$ cat src/pkg/esa_params.svh
// offsets, field positions and counts of the spare/international bit block
// assumes an 8-bit register port with a 9-bit address
`ifndef ESA_PARAMS_SVH
`define ESA_PARAMS_SVH

// ------------------------------------------------------------
// receive side offsets
// ------------------------------------------------------------
`define ESA_OFS_RX_AF 9'h064
`define ESA_OFS_RX_NAF 9'h065
`define ESA_OFS_RX_MF_BASE 9'h066
`define ESA_OFS_SA_CUR 9'h06E
`define ESA_OFS_SA6_CODE 9'h06F
`define ESA_OFS_RX_LATCHED_STATUS_TWO 9'h091
`define ESA_OFS_RX_LATCHED_STATUS_SEVEN 9'h096
`define ESA_OFS_RIM2 9'h0A1
`define ESA_OFS_RX_IRQ_MASK_SEVEN 9'h0A6
`define ESA_OFS_MON_SEL 9'h0A7

// ------------------------------------------------------------
// transmit side offsets
// ------------------------------------------------------------
`define ESA_OFS_TX_SRC 9'h114
`define ESA_OFS_TX_AF 9'h164
`define ESA_OFS_TX_NAF 9'h165
`define ESA_OFS_TX_MF_BASE 9'h166
`define ESA_OFS_TX_LATCHED_STATUS_ONE 9'h190
`define ESA_OFS_TIM1 9'h1A0

// ------------------------------------------------------------
// field positions and counts
// ------------------------------------------------------------
`define ESA_MF_REGS 8
`define ESA_BIT_AF_NEW 0
`define ESA_BIT_MF_NEW 1
`define ESA_BIT_SA_CHG 0
`define ESA_BIT_SA6_CHG 3
`define ESA_BIT_TX_MF 3
`define ESA_SA_LSB 0
`define ESA_SA_MSB 4
`define ESA_SA6_STABLE 3
`define ESA_BYTE_ZERO 8'h00

`endif

$ cat src/pkg/esa_pkg.sv
// types shared by the spare/international bit block
// assumes the params header is compiled alongside
package esa_pkg;

  // eight multiframe bytes: field order makes byte i the i-th register
  typedef struct packed {
    logic [7:0] sa8;
    logic [7:0] sa7;
    logic [7:0] sa6;
    logic [7:0] sa5;
    logic [7:0] sa4;
    logic [7:0] remoteAlarm;
    logic [7:0] intlNonalign;
    logic [7:0] intlAlign;
  } esa_mf_s;

  // register port request
  typedef struct packed {
    logic [8:0] addr;
    logic [7:0] wrData;
    logic wrStrobe;
    logic rdStrobe;
  } esa_bus_s;

  typedef logic [7:0] esa_byte_t;

endpackage : esa_pkg

$ cat src/rtl/esa_sa6_filter.sv
// persistence filter for the received Sa6 codeword
// assumes one submultiframe pulse per received 4-bit nibble
`timescale 1ns/1ps
`default_nettype none
`include "esa_params.svh"

module esa_sa6_filter #(
  parameter int STABLE = `ESA_SA6_STABLE
) (
  input wire logic mclk,
  input wire logic rst_n,
  input wire logic smfPulse,
  input wire logic [3:0] nibble,
  output logic [3:0] code,
  output logic changed
);
  import esa_pkg::*;

  logic [3:0] cand_r;
  logic [1:0] cnt_r;
  logic [3:0] code_r;
  logic chg_r;
  wire same = (nibble == cand_r);
  // saturate so a long stable run cannot wrap and re-fire
  wire [1:0] cntNxt = !same ? 2'h1 : (cnt_r == STABLE[1:0]) ? cnt_r : cnt_r + 2'h1;
  wire update = smfPulse && (cntNxt == STABLE[1:0]) && (nibble != code_r);

  always_ff @(posedge mclk or negedge rst_n)
  begin
    if (!rst_n)
    begin
      cand_r <= 4'h0;
      cnt_r <= 2'h0;
      code_r <= 4'h0;
      chg_r <= 1'b0;
    end
    else
    begin
      if (smfPulse)
      begin
        cand_r <= nibble;
        cnt_r <= cntNxt;
      end
      if (update)
        code_r <= nibble;
      chg_r <= update;
    end
  end

  assign code = code_r;
  assign changed = chg_r;

endmodule : esa_sa6_filter
`default_nettype wire

$ cat src/rtl/esa_top.sv
// spare (Sa) and international (Si) bit access for an E1 framer
// assumes framer strobes are one-cycle pulses on mclk; host uses the plain register port
`timescale 1ns/1ps
`default_nettype none
`include "esa_params.svh"

// Operation
// - in E1 mode capture received align and non-align bytes each align-frame boundary.
// - each such capture sets bit 0 of receive latched status two.
// - eight multiframe receive registers update per CRC-4 multiframe, setting status two bit 1.
// - eight transmit registers; source control selects their insertion into outgoing bits.
// - transmit registers sampled once per multiframe, setting transmit status one bit 3.
// - host updates within 2 ms, else previously held data goes out again.
// - only Sa positions enabled in the monitor select register are watched.
// - change on an enabled Sa position sets bit 0 of status seven.
// - Sa-change raises interrupt only when mask seven bit 0 is set.
// - current received Sa bits readable any time at address 06Eh.
// - Sa6 codeword stored only after three stable submultiframes and when different.
// - stored codeword change sets a flag in status seven, with its own mask.
// - latched flags stay set until a one is written; zero writes leave them.
// - active-low interrupt low while any unmasked latched flag remains set.
module esa_top #(
  parameter int MF_REGS = `ESA_MF_REGS
) (
  input wire logic mclk,
  input wire logic rst_n,
  input wire esa_pkg::esa_bus_s bus,
  input wire logic e1Mode,
  input wire logic rxAfPulse,
  input wire esa_pkg::esa_byte_t rxAfByte,
  input wire esa_pkg::esa_byte_t rxNafByte,
  input wire logic rxMfPulse,
  input wire esa_pkg::esa_mf_s rxMf,
  input wire logic rxSmfPulse,
  input wire logic [3:0] rxSa6Nibble,
  input wire logic txMfPulse,
  output esa_pkg::esa_byte_t rdData,
  output logic irqN,
  output esa_pkg::esa_mf_s txMf,
  output esa_pkg::esa_byte_t txSrcCtrl,
  output esa_pkg::esa_byte_t txAfByte,
  output esa_pkg::esa_byte_t txNafByte
);
  import esa_pkg::*;

  // ------------------------------------------------------------
  // address decode
  // ------------------------------------------------------------
  function automatic logic hit(input logic [8:0] a, input logic [8:0] ofs);
    hit = (a == ofs);
  endfunction : hit

  function automatic logic inMf(input logic [8:0] a, input logic [8:0] base);
    inMf = (a >= base) && (a < base + 9'(MF_REGS));
  endfunction : inMf

  wire wr = bus.wrStrobe;
  wire [8:0] a = bus.addr;
  wire [7:0] wd = bus.wrData;
  wire [2:0] rxIdx = 3'(a - `ESA_OFS_RX_MF_BASE);
  wire [2:0] txIdx = 3'(a - `ESA_OFS_TX_MF_BASE);
  wire wrRls2 = wr && hit(a, `ESA_OFS_RX_LATCHED_STATUS_TWO);
  wire wrRls7 = wr && hit(a, `ESA_OFS_RX_LATCHED_STATUS_SEVEN);
  wire wrTls1 = wr && hit(a, `ESA_OFS_TX_LATCHED_STATUS_ONE);
  wire wrTxMf = wr && inMf(a, `ESA_OFS_TX_MF_BASE);
  wire wrTxSrc = wr && hit(a, `ESA_OFS_TX_SRC);
  wire wrTxAf = wr && hit(a, `ESA_OFS_TX_AF);
  wire wrTxNaf = wr && hit(a, `ESA_OFS_TX_NAF);
  wire wrMonSel = wr && hit(a, `ESA_OFS_MON_SEL);
  wire wrRim2 = wr && hit(a, `ESA_OFS_RIM2);
  wire wrRim7 = wr && hit(a, `ESA_OFS_RX_IRQ_MASK_SEVEN);
  wire wrTim1 = wr && hit(a, `ESA_OFS_TIM1);

  // ------------------------------------------------------------
  // storage
  // ------------------------------------------------------------
  esa_byte_t rxAf_r;
  esa_byte_t rxNaf_r;
  esa_byte_t rxMfReg_r [MF_REGS];
  esa_byte_t txMfReg_r [MF_REGS];
  esa_byte_t txSrc_r;
  esa_byte_t txAf_r;
  esa_byte_t txNaf_r;
  esa_byte_t saCur_r;
  esa_byte_t monSel_r;
  esa_byte_t rx_latched_status_two_r;
  esa_byte_t rx_latched_status_seven_r;
  esa_byte_t tx_latched_status_one_r;
  esa_byte_t rim2_r;
  esa_byte_t rx_irq_mask_seven_r;
  esa_byte_t tim1_r;
  esa_byte_t rdData_r;
  logic irqN_r;
  esa_mf_s txMf_r;
  wire [$bits(esa_mf_s)-1:0] txMfSample;
  logic [3:0] spare6_codeword;
  logic sa6Chg;

  // ------------------------------------------------------------
  // Sa6 codeword filter
  // ------------------------------------------------------------
  esa_sa6_filter #(
    .STABLE(`ESA_SA6_STABLE)
  ) u_sa6 (
    .mclk(mclk),
    .rst_n(rst_n),
    .smfPulse(rxSmfPulse && e1Mode),
    .nibble(rxSa6Nibble),
    .code(spare6_codeword),
    .changed(sa6Chg)
  );

  // ------------------------------------------------------------
  // events
  // ------------------------------------------------------------
  wire afEv = rxAfPulse && e1Mode;
  wire mfEv = rxMfPulse && e1Mode;
  wire [4:0] saNew = rxNafByte[`ESA_SA_MSB:`ESA_SA_LSB];
  wire [4:0] saOld = saCur_r[`ESA_SA_MSB:`ESA_SA_LSB];
  // first capture after reset compares against zero; a set bit then counts as a change
  wire saChgEv = afEv && |((saNew ^ saOld) & monSel_r[`ESA_SA_MSB:`ESA_SA_LSB]);

  wire [7:0] set2 = 8'((afEv ? 8'h01 : 8'h00) << `ESA_BIT_AF_NEW)
                  | 8'((mfEv ? 8'h01 : 8'h00) << `ESA_BIT_MF_NEW);
  wire [7:0] set7 = 8'((saChgEv ? 8'h01 : 8'h00) << `ESA_BIT_SA_CHG)
                  | 8'((sa6Chg ? 8'h01 : 8'h00) << `ESA_BIT_SA6_CHG);
  wire [7:0] setT = 8'((txMfPulse ? 8'h01 : 8'h00) << `ESA_BIT_TX_MF);

  // set beats a same-cycle write-one clear
  wire [7:0] rls2Nxt = (rx_latched_status_two_r & ~(wrRls2 ? wd : `ESA_BYTE_ZERO)) | set2;
  wire [7:0] rls7Nxt = (rx_latched_status_seven_r & ~(wrRls7 ? wd : `ESA_BYTE_ZERO)) | set7;
  wire [7:0] tls1Nxt = (tx_latched_status_one_r & ~(wrTls1 ? wd : `ESA_BYTE_ZERO)) | setT;

  // interrupt from the next flag state so the pin changes on the same edge as the flags
  wire irqAny = |(rls2Nxt & rim2_r) | |(rls7Nxt & rx_irq_mask_seven_r) | |(tls1Nxt & tim1_r);

  // ------------------------------------------------------------
  // read mux
  // ------------------------------------------------------------
  logic [7:0] rdMux;
  always_comb
  begin
    rdMux = `ESA_BYTE_ZERO;
    if (inMf(a, `ESA_OFS_RX_MF_BASE))
      rdMux = rxMfReg_r[rxIdx];
    else if (inMf(a, `ESA_OFS_TX_MF_BASE))
      rdMux = txMfReg_r[txIdx];
    else if (hit(a, `ESA_OFS_RX_AF))
      rdMux = rxAf_r;
    else if (hit(a, `ESA_OFS_RX_NAF))
      rdMux = rxNaf_r;
    else if (hit(a, `ESA_OFS_SA_CUR))
      rdMux = saCur_r;
    else if (hit(a, `ESA_OFS_SA6_CODE))
      rdMux = {4'h0, spare6_codeword};
    else if (hit(a, `ESA_OFS_RX_LATCHED_STATUS_TWO))
      rdMux = rx_latched_status_two_r;
    else if (hit(a, `ESA_OFS_RX_LATCHED_STATUS_SEVEN))
      rdMux = rx_latched_status_seven_r;
    else if (hit(a, `ESA_OFS_TX_LATCHED_STATUS_ONE))
      rdMux = tx_latched_status_one_r;
    else if (hit(a, `ESA_OFS_RIM2))
      rdMux = rim2_r;
    else if (hit(a, `ESA_OFS_RX_IRQ_MASK_SEVEN))
      rdMux = rx_irq_mask_seven_r;
    else if (hit(a, `ESA_OFS_TIM1))
      rdMux = tim1_r;
    else if (hit(a, `ESA_OFS_MON_SEL))
      rdMux = monSel_r;
    else if (hit(a, `ESA_OFS_TX_SRC))
      rdMux = txSrc_r;
    else if (hit(a, `ESA_OFS_TX_AF))
      rdMux = txAf_r;
    else if (hit(a, `ESA_OFS_TX_NAF))
      rdMux = txNaf_r;
  end

  // ------------------------------------------------------------
  // multiframe register arrays
  // ------------------------------------------------------------
  genvar gi;
  generate
    for (gi = 0; gi < MF_REGS; gi++)
    begin : g_mf
      always_ff @(posedge mclk or negedge rst_n)
      begin
        if (!rst_n)
        begin
          rxMfReg_r[gi] <= `ESA_BYTE_ZERO;
          txMfReg_r[gi] <= `ESA_BYTE_ZERO;
        end
        else
        begin
          if (mfEv)
            rxMfReg_r[gi] <= rxMf[gi*8 +: 8];
          if (wrTxMf && txIdx == 3'(gi))
            txMfReg_r[gi] <= wd;
        end
      end
      // byte lanes gathered so one process owns the line latch
      assign txMfSample[gi*8 +: 8] = txMfReg_r[gi];
    end
  endgenerate

  // latch for the line only at the multiframe mark; untouched registers resend old data
  always_ff @(posedge mclk or negedge rst_n)
  begin
    if (!rst_n)
      txMf_r <= '0;
    else if (txMfPulse)
      txMf_r <= txMfSample;
  end

  // ------------------------------------------------------------
  // receive captures
  // ------------------------------------------------------------
  always_ff @(posedge mclk or negedge rst_n)
  begin
    if (!rst_n)
    begin
      rxAf_r <= `ESA_BYTE_ZERO;
      rxNaf_r <= `ESA_BYTE_ZERO;
      saCur_r <= `ESA_BYTE_ZERO;
    end
    else if (afEv)
    begin
      rxAf_r <= rxAfByte;
      rxNaf_r <= rxNafByte;
      saCur_r <= {3'h0, saNew};
    end
  end

  // ------------------------------------------------------------
  // control registers
  // ------------------------------------------------------------
  always_ff @(posedge mclk or negedge rst_n)
  begin
    if (!rst_n)
      txSrc_r <= `ESA_BYTE_ZERO;
    else if (wrTxSrc)
      txSrc_r <= wd;
  end

  always_ff @(posedge mclk or negedge rst_n)
  begin
    if (!rst_n)
      txAf_r <= `ESA_BYTE_ZERO;
    else if (wrTxAf)
      txAf_r <= wd;
  end

  always_ff @(posedge mclk or negedge rst_n)
  begin
    if (!rst_n)
      txNaf_r <= `ESA_BYTE_ZERO;
    else if (wrTxNaf)
      txNaf_r <= wd;
  end

  always_ff @(posedge mclk or negedge rst_n)
  begin
    if (!rst_n)
      monSel_r <= `ESA_BYTE_ZERO;
    else if (wrMonSel)
      monSel_r <= wd;
  end

  always_ff @(posedge mclk or negedge rst_n)
  begin
    if (!rst_n)
      rim2_r <= `ESA_BYTE_ZERO;
    else if (wrRim2)
      rim2_r <= wd;
  end

  always_ff @(posedge mclk or negedge rst_n)
  begin
    if (!rst_n)
      rx_irq_mask_seven_r <= `ESA_BYTE_ZERO;
    else if (wrRim7)
      rx_irq_mask_seven_r <= wd;
  end

  always_ff @(posedge mclk or negedge rst_n)
  begin
    if (!rst_n)
      tim1_r <= `ESA_BYTE_ZERO;
    else if (wrTim1)
      tim1_r <= wd;
  end

  // ------------------------------------------------------------
  // status, interrupt and read data
  // ------------------------------------------------------------
  always_ff @(posedge mclk or negedge rst_n)
  begin
    if (!rst_n)
      rx_latched_status_two_r <= `ESA_BYTE_ZERO;
    else
      rx_latched_status_two_r <= rls2Nxt;
  end

  always_ff @(posedge mclk or negedge rst_n)
  begin
    if (!rst_n)
      rx_latched_status_seven_r <= `ESA_BYTE_ZERO;
    else
      rx_latched_status_seven_r <= rls7Nxt;
  end

  always_ff @(posedge mclk or negedge rst_n)
  begin
    if (!rst_n)
      tx_latched_status_one_r <= `ESA_BYTE_ZERO;
    else
      tx_latched_status_one_r <= tls1Nxt;
  end

  always_ff @(posedge mclk or negedge rst_n)
  begin
    if (!rst_n)
      irqN_r <= 1'b1;
    else
      irqN_r <= !irqAny;
  end

  always_ff @(posedge mclk or negedge rst_n)
  begin
    if (!rst_n)
      rdData_r <= `ESA_BYTE_ZERO;
    else
      rdData_r <= bus.rdStrobe ? rdMux : `ESA_BYTE_ZERO;
  end

  assign rdData = rdData_r;
  assign irqN = irqN_r;
  assign txMf = txMf_r;
  assign txSrcCtrl = txSrc_r;
  assign txAfByte = txAf_r;
  assign txNafByte = txNaf_r;

endmodule : esa_top
`default_nettype wire

$ cat config.mk
export PLATFORM = sky130hd
export DESIGN_NAME = esa_top
export DESIGN_NICKNAME = d
export VERILOG_FILES = /design/src/pkg/esa_pkg.sv /design/src/rtl/esa_sa6_filter.sv /design/src/rtl/esa_top.sv
export VERILOG_INCLUDE_DIRS = /design/src /design/src/pkg
export SDC_FILE = /design/constraint.sdc
export NUM_CORES = 1
export LEC_CHECK = 0
export BUFFER_PORTS_ARGS = -buffer_cell sky130_fd_sc_hd__buf_2
export CAP_MARGIN = 20
export CORE_MARGIN = 2
export CORE_UTILIZATION = 45
export DETAILED_ROUTE_END_ITERATION = 8
export GPL_TIMING_DRIVEN = 0
export PLACE_DENSITY = 0.68
export SLEW_MARGIN = 25
export SYNTH_ARGS = -nofsm -noshare
export SYNTH_HDL_FRONTEND = slang
export SYNTH_SLANG_ARGS = --single-unit
$ cat constraint.sdc
create_clock -name mclk -period 1.7 [get_ports mclk]
set_clock_uncertainty 0.15 [all_clocks]
set_input_delay 0.255 -clock mclk [delete_from_list [all_inputs] [get_ports mclk]]
set_output_delay 0.255 -clock mclk [all_outputs]
set_load 0.05 [all_outputs]
==> out/results.ini, run 1 <==
[outcome]
status = complete, but fails checks
violations = negative setup slack

[power]
seqPwrFrac_pct = 44.1
power.switching_mw = 4.73
clkPwrFrac_pct = 41.8
p_leak_nw = 9.30
intPower_mw = 13.7
combPwrFrac_pct = 14.0
switching_share_pct = 25.7
peakVddDrop_v = 0.000797
p_per_area_mw_per_mm2 = 935

[timing]
tightest_slew_ns = 0.954
period_needed_ns = 2.00
max_freq_mhz = 501
fin_crit_sh_pct = 117
setup_viol = 51
rsz0062_at_grt = yes
hold_viol = 0
slew_headroom_pct = 36.4
worst_slack_ns = -0.296
slew_viol_final = 0

[worst_setup_path]
cp-start-kind = flip-flop
crit_start = txMfReg_r[16]
end_kind = flip-flop
r2r-start = txMfReg_r[16]
critPathArrivalTime_ns = 2.21
crit_fanout = 2
crit_type = flip-flop to flip-flop
cp.required_ns = 1.91

[clock_tree]
path_clk_slew_ns = 0.06
tritoncts = done
root_buffer = clkbuf_16
clockBufferDepth = 3
cts_htree_levels = 2
cts.sinks = 308
worstSkewPairLatency_ns = 0.52
numCtsBuffers = 35

[cells_and_area]
stdcell_count = 1887
fin_area_mm2 = 0.0197
nets = 1569
drive_above_1_share_pct = 52.3
syn_to_final_growth_pct = 37.6
post-route-util_pct = 62.6

[route]
drcViolationCount = 0
drt-total-wl_mm = 47.8
vias = 11029
routed_via_density = 5.84
drt_pass1_iterations = 8
drtIter0Drc = 973
antenna_left = 0
wl_per_cell_um = 25.3

[die]
die_y_um = 182
start_util_pct = 45.5
io_pins = 207
row_count = 65
core_area_mm2 = 0.0315
die_area_mm2 = 0.0333
die_width_um = 182

[global_routing]
grt_pass1_wl_mm = 72.0
antenna_found_initial = 2
grt_max_degree = 94
grt_busiest_layer = met2
grt_pass1_vias = 11474
use_met1_pct = 39.3
grt-ovfl-total = 0
grt_use_total_pct = 29.0
grt_use_met2_pct = 45.9
met3_usage_pct = 7.14

[logic_synthesis]
synth_edf_count = 0
yosysWarnings = 0
synth.distinct_cells = 77
syn-num-nets = 1177
async_reset_ff_share_pct = 100
syn_area_mm2 = 0.0143
syn_inst = 1066
synth_largest_area_cell = dfrtp_1
syn_avg_cell_area_um2 = 13.4
synth_area_leaders = dfrtp_1 54%, mux2_2 21%, mux4_2 5.0%, mux2i_1 1.6%, nand2_1 1.5%
synth_top_area_share_pct = 53.6
ys_seq_area_share_pct = 53.8
ys.flop_type = dfrtp_1
ys_ff_latch = 308

[flow_run]
max_cap_viol_count = 0

[placed_design]
place_area_mm2 = 0.0163
numPlacedInstances = 1671
dp_hpwl_mm = 32.5
port_buffers = 200
gp_congestion = 0.959

[hold_path]
hp-start = rxMfPulse
hold_path_class = input pin to flip-flop

==> layout by cell type (no fill, tap or decap), types with 9 or more instances in the layout <==
cell / count
clkbuf_8: 13
clkbuf_1: 31
nand3_1: 9
dlygate4sd3_1: 87
a22oi_1: 11
o22ai_1: 13
buf_4: 60
clkbuf_2: 12
buf_2: 191
buf_12: 16
nand2_1: 46
nor2_1: 14
nor2_4: 10
mux2i_1: 14
a21oi_1: 23
mux2_4: 58
o21a_1: 9
o21ai_0: 16
buf_8: 10
mux2_2: 215
clkbuf_16: 37
mux4_2: 32
dfrtp_1: 306
buf_6: 10
==> cell families after synthesis <==
family / share of synthesized area, %
simple gates: 6.96
fa+ha+maj: 0.0874
flops: 53.8
xor+xnor: 0.856
buf+inv: 2.26
compound gates: 7.90
mux: 28.1
==> synthesized netlist by cell type, drive strengths merged, types with 6 or more instances <==
cell type  instances
o21a               9
nor3               8
o22ai             14
nor4               6
mux4              32
nand4              6
dfrtp            307
a31oi             11
mux2             273
clkbuf            44
o211ai             6
a21oi             28
buf               23
inv                8
nand2             56
nor2              27
o21ai             22
a22oi             14
nand3             17
nor2b              9
mux2i             23
and2              10
a21boi            10
xor2               7
xnor2              7
==> power by group through the flow <==
stage	Clock [mW]	Combinational, mW	Sequential [mW]
floorplan	0	1.10	8.38
global placement	0	2.07	8.22
detailed placement	0	2.13	8.24
CTS	7.80	2.47	8.11
global route	8.17	2.74	8.18
finish	7.71	2.59	8.13
==> final timing paths <==
kind                                              end  slack, ns  cells after the start
min in group asynchronous             u_sa6.cand_r[0]       0.10                      2
max in group asynchronous                  rxNaf_r[0]       0.22                      4
min reg2reg                                  txMf[50]       0.35                      1
max reg2reg                                 rdData[0]      -0.30                      4
min                        rx_latched_status_two_r[1]       0.05                      3
max                                         rdData[0]      -0.30                      4
==> per-stage QoR <==
stage          hold slack, ns  power (mW)  setup WS [ns]  TNS [ns]
2_1_floorplan          -0.191        9.48         -0.556    -29.71
3_3_place_gp            0.307        10.3          -5.58  -1873.54
3_5_place_dp           0.0502        10.4          -1.18   -170.67
4_1_cts                0.0335        18.4         -0.228     -3.86
5_1_grt                0.0527        19.1         -0.307     -5.27
6_report               0.0503        18.4         -0.296     -3.84
==> worst max-delay path, cell delays in order (launching register included) <==
cell and delay, ns:
dfrtp_1 0.41, mux4_2 0.50, mux2_4 0.31, a221oi_2 0.29, a31oi_2 0.18
==> metal layers <==
metal  up-vias  share of wire [%]
met3        93                7.6
met1      5678                 42
met5         -              0.025
li1       4768                  -
met4         2                3.4
met2       488                 47
==> final cells by class <==
type	instances	area (um2)
Timing Repair Buffer	359	2730
Buffer	63	474
Fill cell	2372	11800
Inverter	8	30.0
Antenna cell	1	2.50
Multi-Input combinational cell	683	7060
Sequential cell	308	7710
Clock inverter	9	113
Clock buffer	54	1080
Tap cell	402	503
==> timing repair <==
action                                  4_1_cts  5_1_grt
endpoints found under the hold margin       312        0
gates resized for setup                     138       50
setup buffers                                56       12
hold buffers                                 90        0
cloned                                        0        1
pin swaps                                    40       40
endpoints found under the setup margin      162      165
Note: power is estimated with default switching activity, not from simulation.
==> run 2, diff against run 1 <==
--- a/config.mk
+++ b/config.mk
@@ -13,6 +13,7 @@
 export DETAILED_ROUTE_END_ITERATION = 8
 export GPL_TIMING_DRIVEN = 0
 export PLACE_DENSITY = 0.68
+export SKIP_LAST_GASP = 1
 export SLEW_MARGIN = 25
 export SYNTH_ARGS = -nofsm -noshare
 export SYNTH_HDL_FRONTEND = slang
==> run 2 against run 1 <==
The flow still finishes with violations (negative setup slack). Setup slack better by 0.0051 ns. Routed wire length increased by 0.88%. Sequential share of layout area fell by 0.082 points. Register-to-register slack barely moved. Die area unchanged. Non-clock buffer count up 5. Global-route usage about the same. Design area rose by 0.21%. Fmax increased by 0.26%. Sequential power barely moved. Critical path type unchanged. Critical endpoint unchanged. Largest power group unchanged.
==> out/results.ini, run 2 (synthesis results as in run 1) <==
[outcome]
status = complete, but fails checks
violations = negative setup slack

[global_routing]
grt_max_degree = 94
grt_pass1_vias = 11520
grt-ovfl-total = 0
antenna_found_initial = 2
grt_use_total_pct = 29.0
grt_pass1_wl_mm = 72.0

[power]
peakVddDrop_v = 0.000796
p_per_area_mw_per_mm2 = 934
p_leak_nw = 9.35
power.total_mw = 18.4

[timing]
hold_viol = 0
setup_tns_ns = -4.26
tightest_slew_ns = 0.973
whs_ns = 0.0628
setup_viol = 49
fin_crit_sh_pct = 117
slew_headroom_pct = 35.1
worst_slack_ns = -0.291
max_freq_mhz = 502
period_needed_ns = 1.99
rsz0062_at_grt = yes
slew_viol_final = 0

[route]
wl_per_cell_um = 25.5
drt_pass1_iterations = 5
vias = 11191
routed_via_density = 5.91
topRoutingLayerUsed = met5
met2WireLength_mm = 22.6
drt-total-wl_mm = 48.2
met1_length_mm = 20.0
met3_length_mm = 3.91
drcViolationCount = 0
antenna_left = 0
drtIter0Drc = 1063

[clock_tree]
tritoncts = done
worstSkewPairLatency_ns = 0.52
root_buffer = clkbuf_16
clockBufferDepth = 3
cts_htree_levels = 2
path_clk_slew_ns = 0.06
numCtsBuffers = 35
cts.sinks = 308

[worst_setup_path]
crit_fanout = 2
cp.required_ns = 1.91
cp-start-kind = flip-flop
crit_type = flip-flop to flip-flop
critPathArrivalTime_ns = 2.20
end_kind = flip-flop

[die]
start_util_pct = 45.5
io_pins = 207
row_count = 65
die_area_mm2 = 0.0333
core_area_mm2 = 0.0315
die_y_um = 182
die_width_um = 182

[cells_and_area]
fill_cells = 2372
mostFrequentLayoutCells = 306 x dfrtp_1, 215 x mux2_2, 192 x buf_2
final_common_cell = dfrtp_1
syn_to_final_growth_pct = 37.9
nets = 1574
drive_above_1_share_pct = 52.2
fin_area_mm2 = 0.0197
stdcell_count = 1892

[placed_design]
dp_hpwl_mm = 32.5
port_buffers = 200
numPlacedInstances = 1671
gp_congestion = 0.959
place_area_mm2 = 0.0163

[hold_path]
hold_path_class = input pin to flip-flop

[flow_run]
max_cap_viol_count = 0

[run 2: cell count changes in the layout (fill, tap and decap cells not counted), moves of 2 or more]
cell | before | now
buf_4 | 60 | 65
mux2i_1 | 14 | 16
mux2i_2 | 8 | 6
nor4_2 | 3 | 1
[run 2: per-layer routing]
| metal | track usage, % | vias to the layer above |
|---|---|---|
| li1 | - | 4797 |
| met1 | 39.2 | 5759 |
| met2 | 45.6 | 529 |
| met3 | 7.22 | 104 |
| met4 | 10.7 | 2 |
| met5 | 0 | - |
[run 2: final timing paths]
kind                               startpoint                      endpoint  slack, ns  depth (start not counted)
worst max-delay path            txMfReg_r[16]                     rdData[0]      -0.29                          4
worst max register to register  txMfReg_r[16]                     rdData[0]      -0.29                          4
max in group asynchronous               rst_n                    rxNaf_r[0]       0.23                          4
min in group asynchronous               rst_n               u_sa6.cand_r[0]       0.10                          2
worst min-delay path                   bus[3]  rx_latched_status_seven_r[1]       0.06                          2
worst min register to register       txMf[50]                      txMf[50]       0.35                          1
[run 2: timing repair]
action | CTS | global route
pin swaps | 39 | 43
setup buffers | 56 | 18
setup endpoints to repair | 162 | 165
gates cloned | 0 | 2
hold endpoints to repair | 312 | 0
hold buffers | 90 | 0
gates resized for setup | 126 | 65
[run 2: where the power goes]
group | switching (mW) | internal (mW) | total, mW
combinational | 1.38 | 1.20 | 2.58
sequential | 0.327 | 7.81 | 8.13
clock | 3.05 | 4.69 | 7.73
total | 4.75 | 13.7 | 18.4
[run 2: through the flow]
step	utilization, %	worst slack, ns
finish	62.7	-0.291
global route	62.7	-0.329
CTS	61.4	-0.228
detailed placement	51.7	-1.18
global placement	51.4	-5.58
floorplan	-	-0.556
[run 2: area by class of cell]
type / count / area, um2 / area share (%)
inverter: 8 / 30.0 / 0.152
antenna: 1 / 2.50 / 0.0127
multi-input combinational: 683 / 7060 / 35.8
tap: 402 / 503 / 2.55
clock inverter: 9 / 113 / 0.570
sequential: 308 / 7710 / 39.0
timing repair buffer: 365 / 2780 / 14.1
buffer: 62 / 470 / 2.38
clock buffer: 54 / 1080 / 5.46
[run 2: critical path: stages, from the launching register on]
cell	delay (ns)
dfrtp_1	0.40
mux4_2	0.49
mux2_4	0.31
a221oi_2	0.29
a31oi_2	0.19
==> run 3, diff against run 2 <==
--- a/config.mk
+++ b/config.mk
@@ -8,11 +8,13 @@
 export LEC_CHECK = 0
 export BUFFER_PORTS_ARGS = -buffer_cell sky130_fd_sc_hd__buf_2
 export CAP_MARGIN = 20
+export CELL_PAD_IN_SITES_DETAIL_PLACEMENT = 0
+export CELL_PAD_IN_SITES_GLOBAL_PLACEMENT = 2
 export CORE_MARGIN = 2
-export CORE_UTILIZATION = 45
+export CORE_UTILIZATION = 36
 export DETAILED_ROUTE_END_ITERATION = 8
 export GPL_TIMING_DRIVEN = 0
-export PLACE_DENSITY = 0.68
+export PLACE_DENSITY_LB_ADDON = 0.1
 export SKIP_LAST_GASP = 1
 export SLEW_MARGIN = 25
 export SYNTH_ARGS = -nofsm -noshare
==> run 3 against run 2 <==
The run ends with negative hold slack, negative setup slack left. Via count is 4.0% lower. Die area is 24% higher. Routed wire length is 4.9% higher. Total power is 1.0% higher. Hold slack worse by 0.60 ns. Critical path depth is 2 higher. Global-route usage is 4.3 points lower. Cell count is 5.8% higher. Sequential share of layout area is 0.078 points higher.
==> out/results.ini, run 3 (synthesis results as in run 1) <==
[placed_design]
dp_hpwl_mm = 36.0
gp_congestion = 0.873
port_buffers = 200

[die]
die_area_mm2 = 0.0414
start_util_pct = 36.3
core_area_mm2 = 0.0395
die_y_um = 203
row_count = 73
io_pins = 207
die_width_um = 203

[timing]
tightest_slew_ns = 0.968
rsz0062_at_grt = yes
fin_crit_sh_pct = 115
slew_viol_final = 0
hold_viol = 183
period_needed_ns = 1.95
setup_tns_ns = -2.33
worst_slack_ns = -0.250
whs_ns = -0.539
setup_viol = 25
max_freq_mhz = 513
slew_headroom_pct = 35.4

[power]
power.total_mw = 18.6
p_leak_nw = 9.22
peakVddDrop_v = 0.000607
p_per_area_mw_per_mm2 = 946

[worst_setup_path]
crit_cells = 6
critPathArrivalTime_ns = 2.19
crit_chain = mux4_2, mux2_4, o221ai_2, o211ai_1, nand2_1, a31oi_1
crit_buf_inv = 0
crit_path_max_incr_delay_ns = 0.53
timing.rr.end = rdData[0]
regToRegSetupSlack_ns = -0.25
r2r-start = txMfReg_r[16]
end_kind = flip-flop
crit_family = multiplexers
reg2reg_depth = 6
crit_type = flip-flop to flip-flop
crit_fanout = 2
endpoint = rdData[0]
cp-start-kind = flip-flop
crit_start = txMfReg_r[16]
crit_slowest_cell = mux4_2
cp.required_ns = 1.94

[route]
antenna_left = 0
drtIter0Drc = 547
drt-total-wl_mm = 50.6
vias = 10745
drt_pass1_iterations = 5
routed_via_density = 5.37
drcViolationCount = 0
wl_per_cell_um = 25.3

[cells_and_area]
mostFrequentLayoutCells = 307 x dfrtp_1, 232 x mux2_2, 190 x buf_2
final_common_cell = dfrtp_1
multi_input_area_mm2 = 0.00698
nets = 1564
ff_latch_area_mm2 = 0.00771
fill_cells = 3593
antennaDiodeCount = 0
drive_above_1_share_pct = 50.6
syn_to_final_growth_pct = 37.6

[clock_tree]
cts.sinks = 308
cts_htree_levels = 2
tritoncts = done
numCtsBuffers = 37
postCtsHoldBufs = 89
clockBufferDepth = 3
worstSkewPairLatency_ns = 0.54
root_buffer = clkbuf_16
path_clk_slew_ns = 0.06

[outcome]
violations = negative hold slack, negative setup slack
status = complete, but fails checks

[global_routing]
grt_max_degree = 73
grt_pass1_vias = 11228
antenna_found_initial = 1
grt_use_total_pct = 24.7
grt-ovfl-total = 0
grt_pass1_wl_mm = 74.6

[hold_path]
hold_path_class = input pin to async pin

[flow_run]
max_cap_viol_count = 0

run 3: worst min-delay path by stage:
stage | from | to | slack (ns)
floorplan | rst_n | monSel_r[0] | -0.19
global placement | rxSmfPulse | u_sa6.cnt_r[1] | 0.32
detailed placement | rst_n | u_sa6.cand_r[3] | 0.03
CTS | rst_n | u_sa6.cand_r[3] | -0.55
global route | rst_n | u_sa6.cand_r[3] | -0.53
finish | rst_n | u_sa6.cand_r[3] | -0.54
run 3: cell type report:
class | count | area share [%]
flip-flops and latches | 308 | 39.1
clock inverters | 7 | 0.616
clock buffers | 56 | 5.57
plain buffers | 62 | 2.34
multi-input cells | 683 | 35.4
repair buffers | 353 | 13.4
well taps | 525 | 3.33
inverters | 8 | 0.152
run 3: power breakdown:
part           internal, mW  leakage, nW  total, mW  switching [mW]
logic                  1.16         4.54       2.51            1.34
registers              7.81         4.07       8.12           0.311
clock network          4.90        0.599       8.01            3.11
run 3: through the flow:
stage / hold WS (ns) / util (%) / cells / area (um2) / worst slack [ns]
after floorplan: -0.191 / - / 1066 / 14700 / -0.556
after global routing: -0.526 / 49.9 / 2002 / 19700 / -0.297
after global placement: 0.318 / 41.4 / 1791 / 16300 / -5.97
after detailed placement: 0.0252 / 41.7 / 1795 / 16500 / -1.33
after CTS: -0.547 / 49.0 / 1983 / 19300 / -0.346
final: -0.539 / 49.9 / 2002 / 19700 / -0.250
run 3: routing by layer:
| metal | routed length [um] | global-route usage [%] |
|---|---|---|
| met5 | 13 | 0 |
| met4 | 1430 | 8.13 |
| met3 | 3510 | 6.44 |
| met2 | 23500 | 38.7 |
| met1 | 22100 | 33.5 |
run 3: repair_timing:
item,in CTS,in global routing
pin swaps,39,37
buffers inserted,38,21
hold endpoints to repair,280,183
gates resized for setup,97,70
setup endpoints to repair,164,102
cloned,1,0
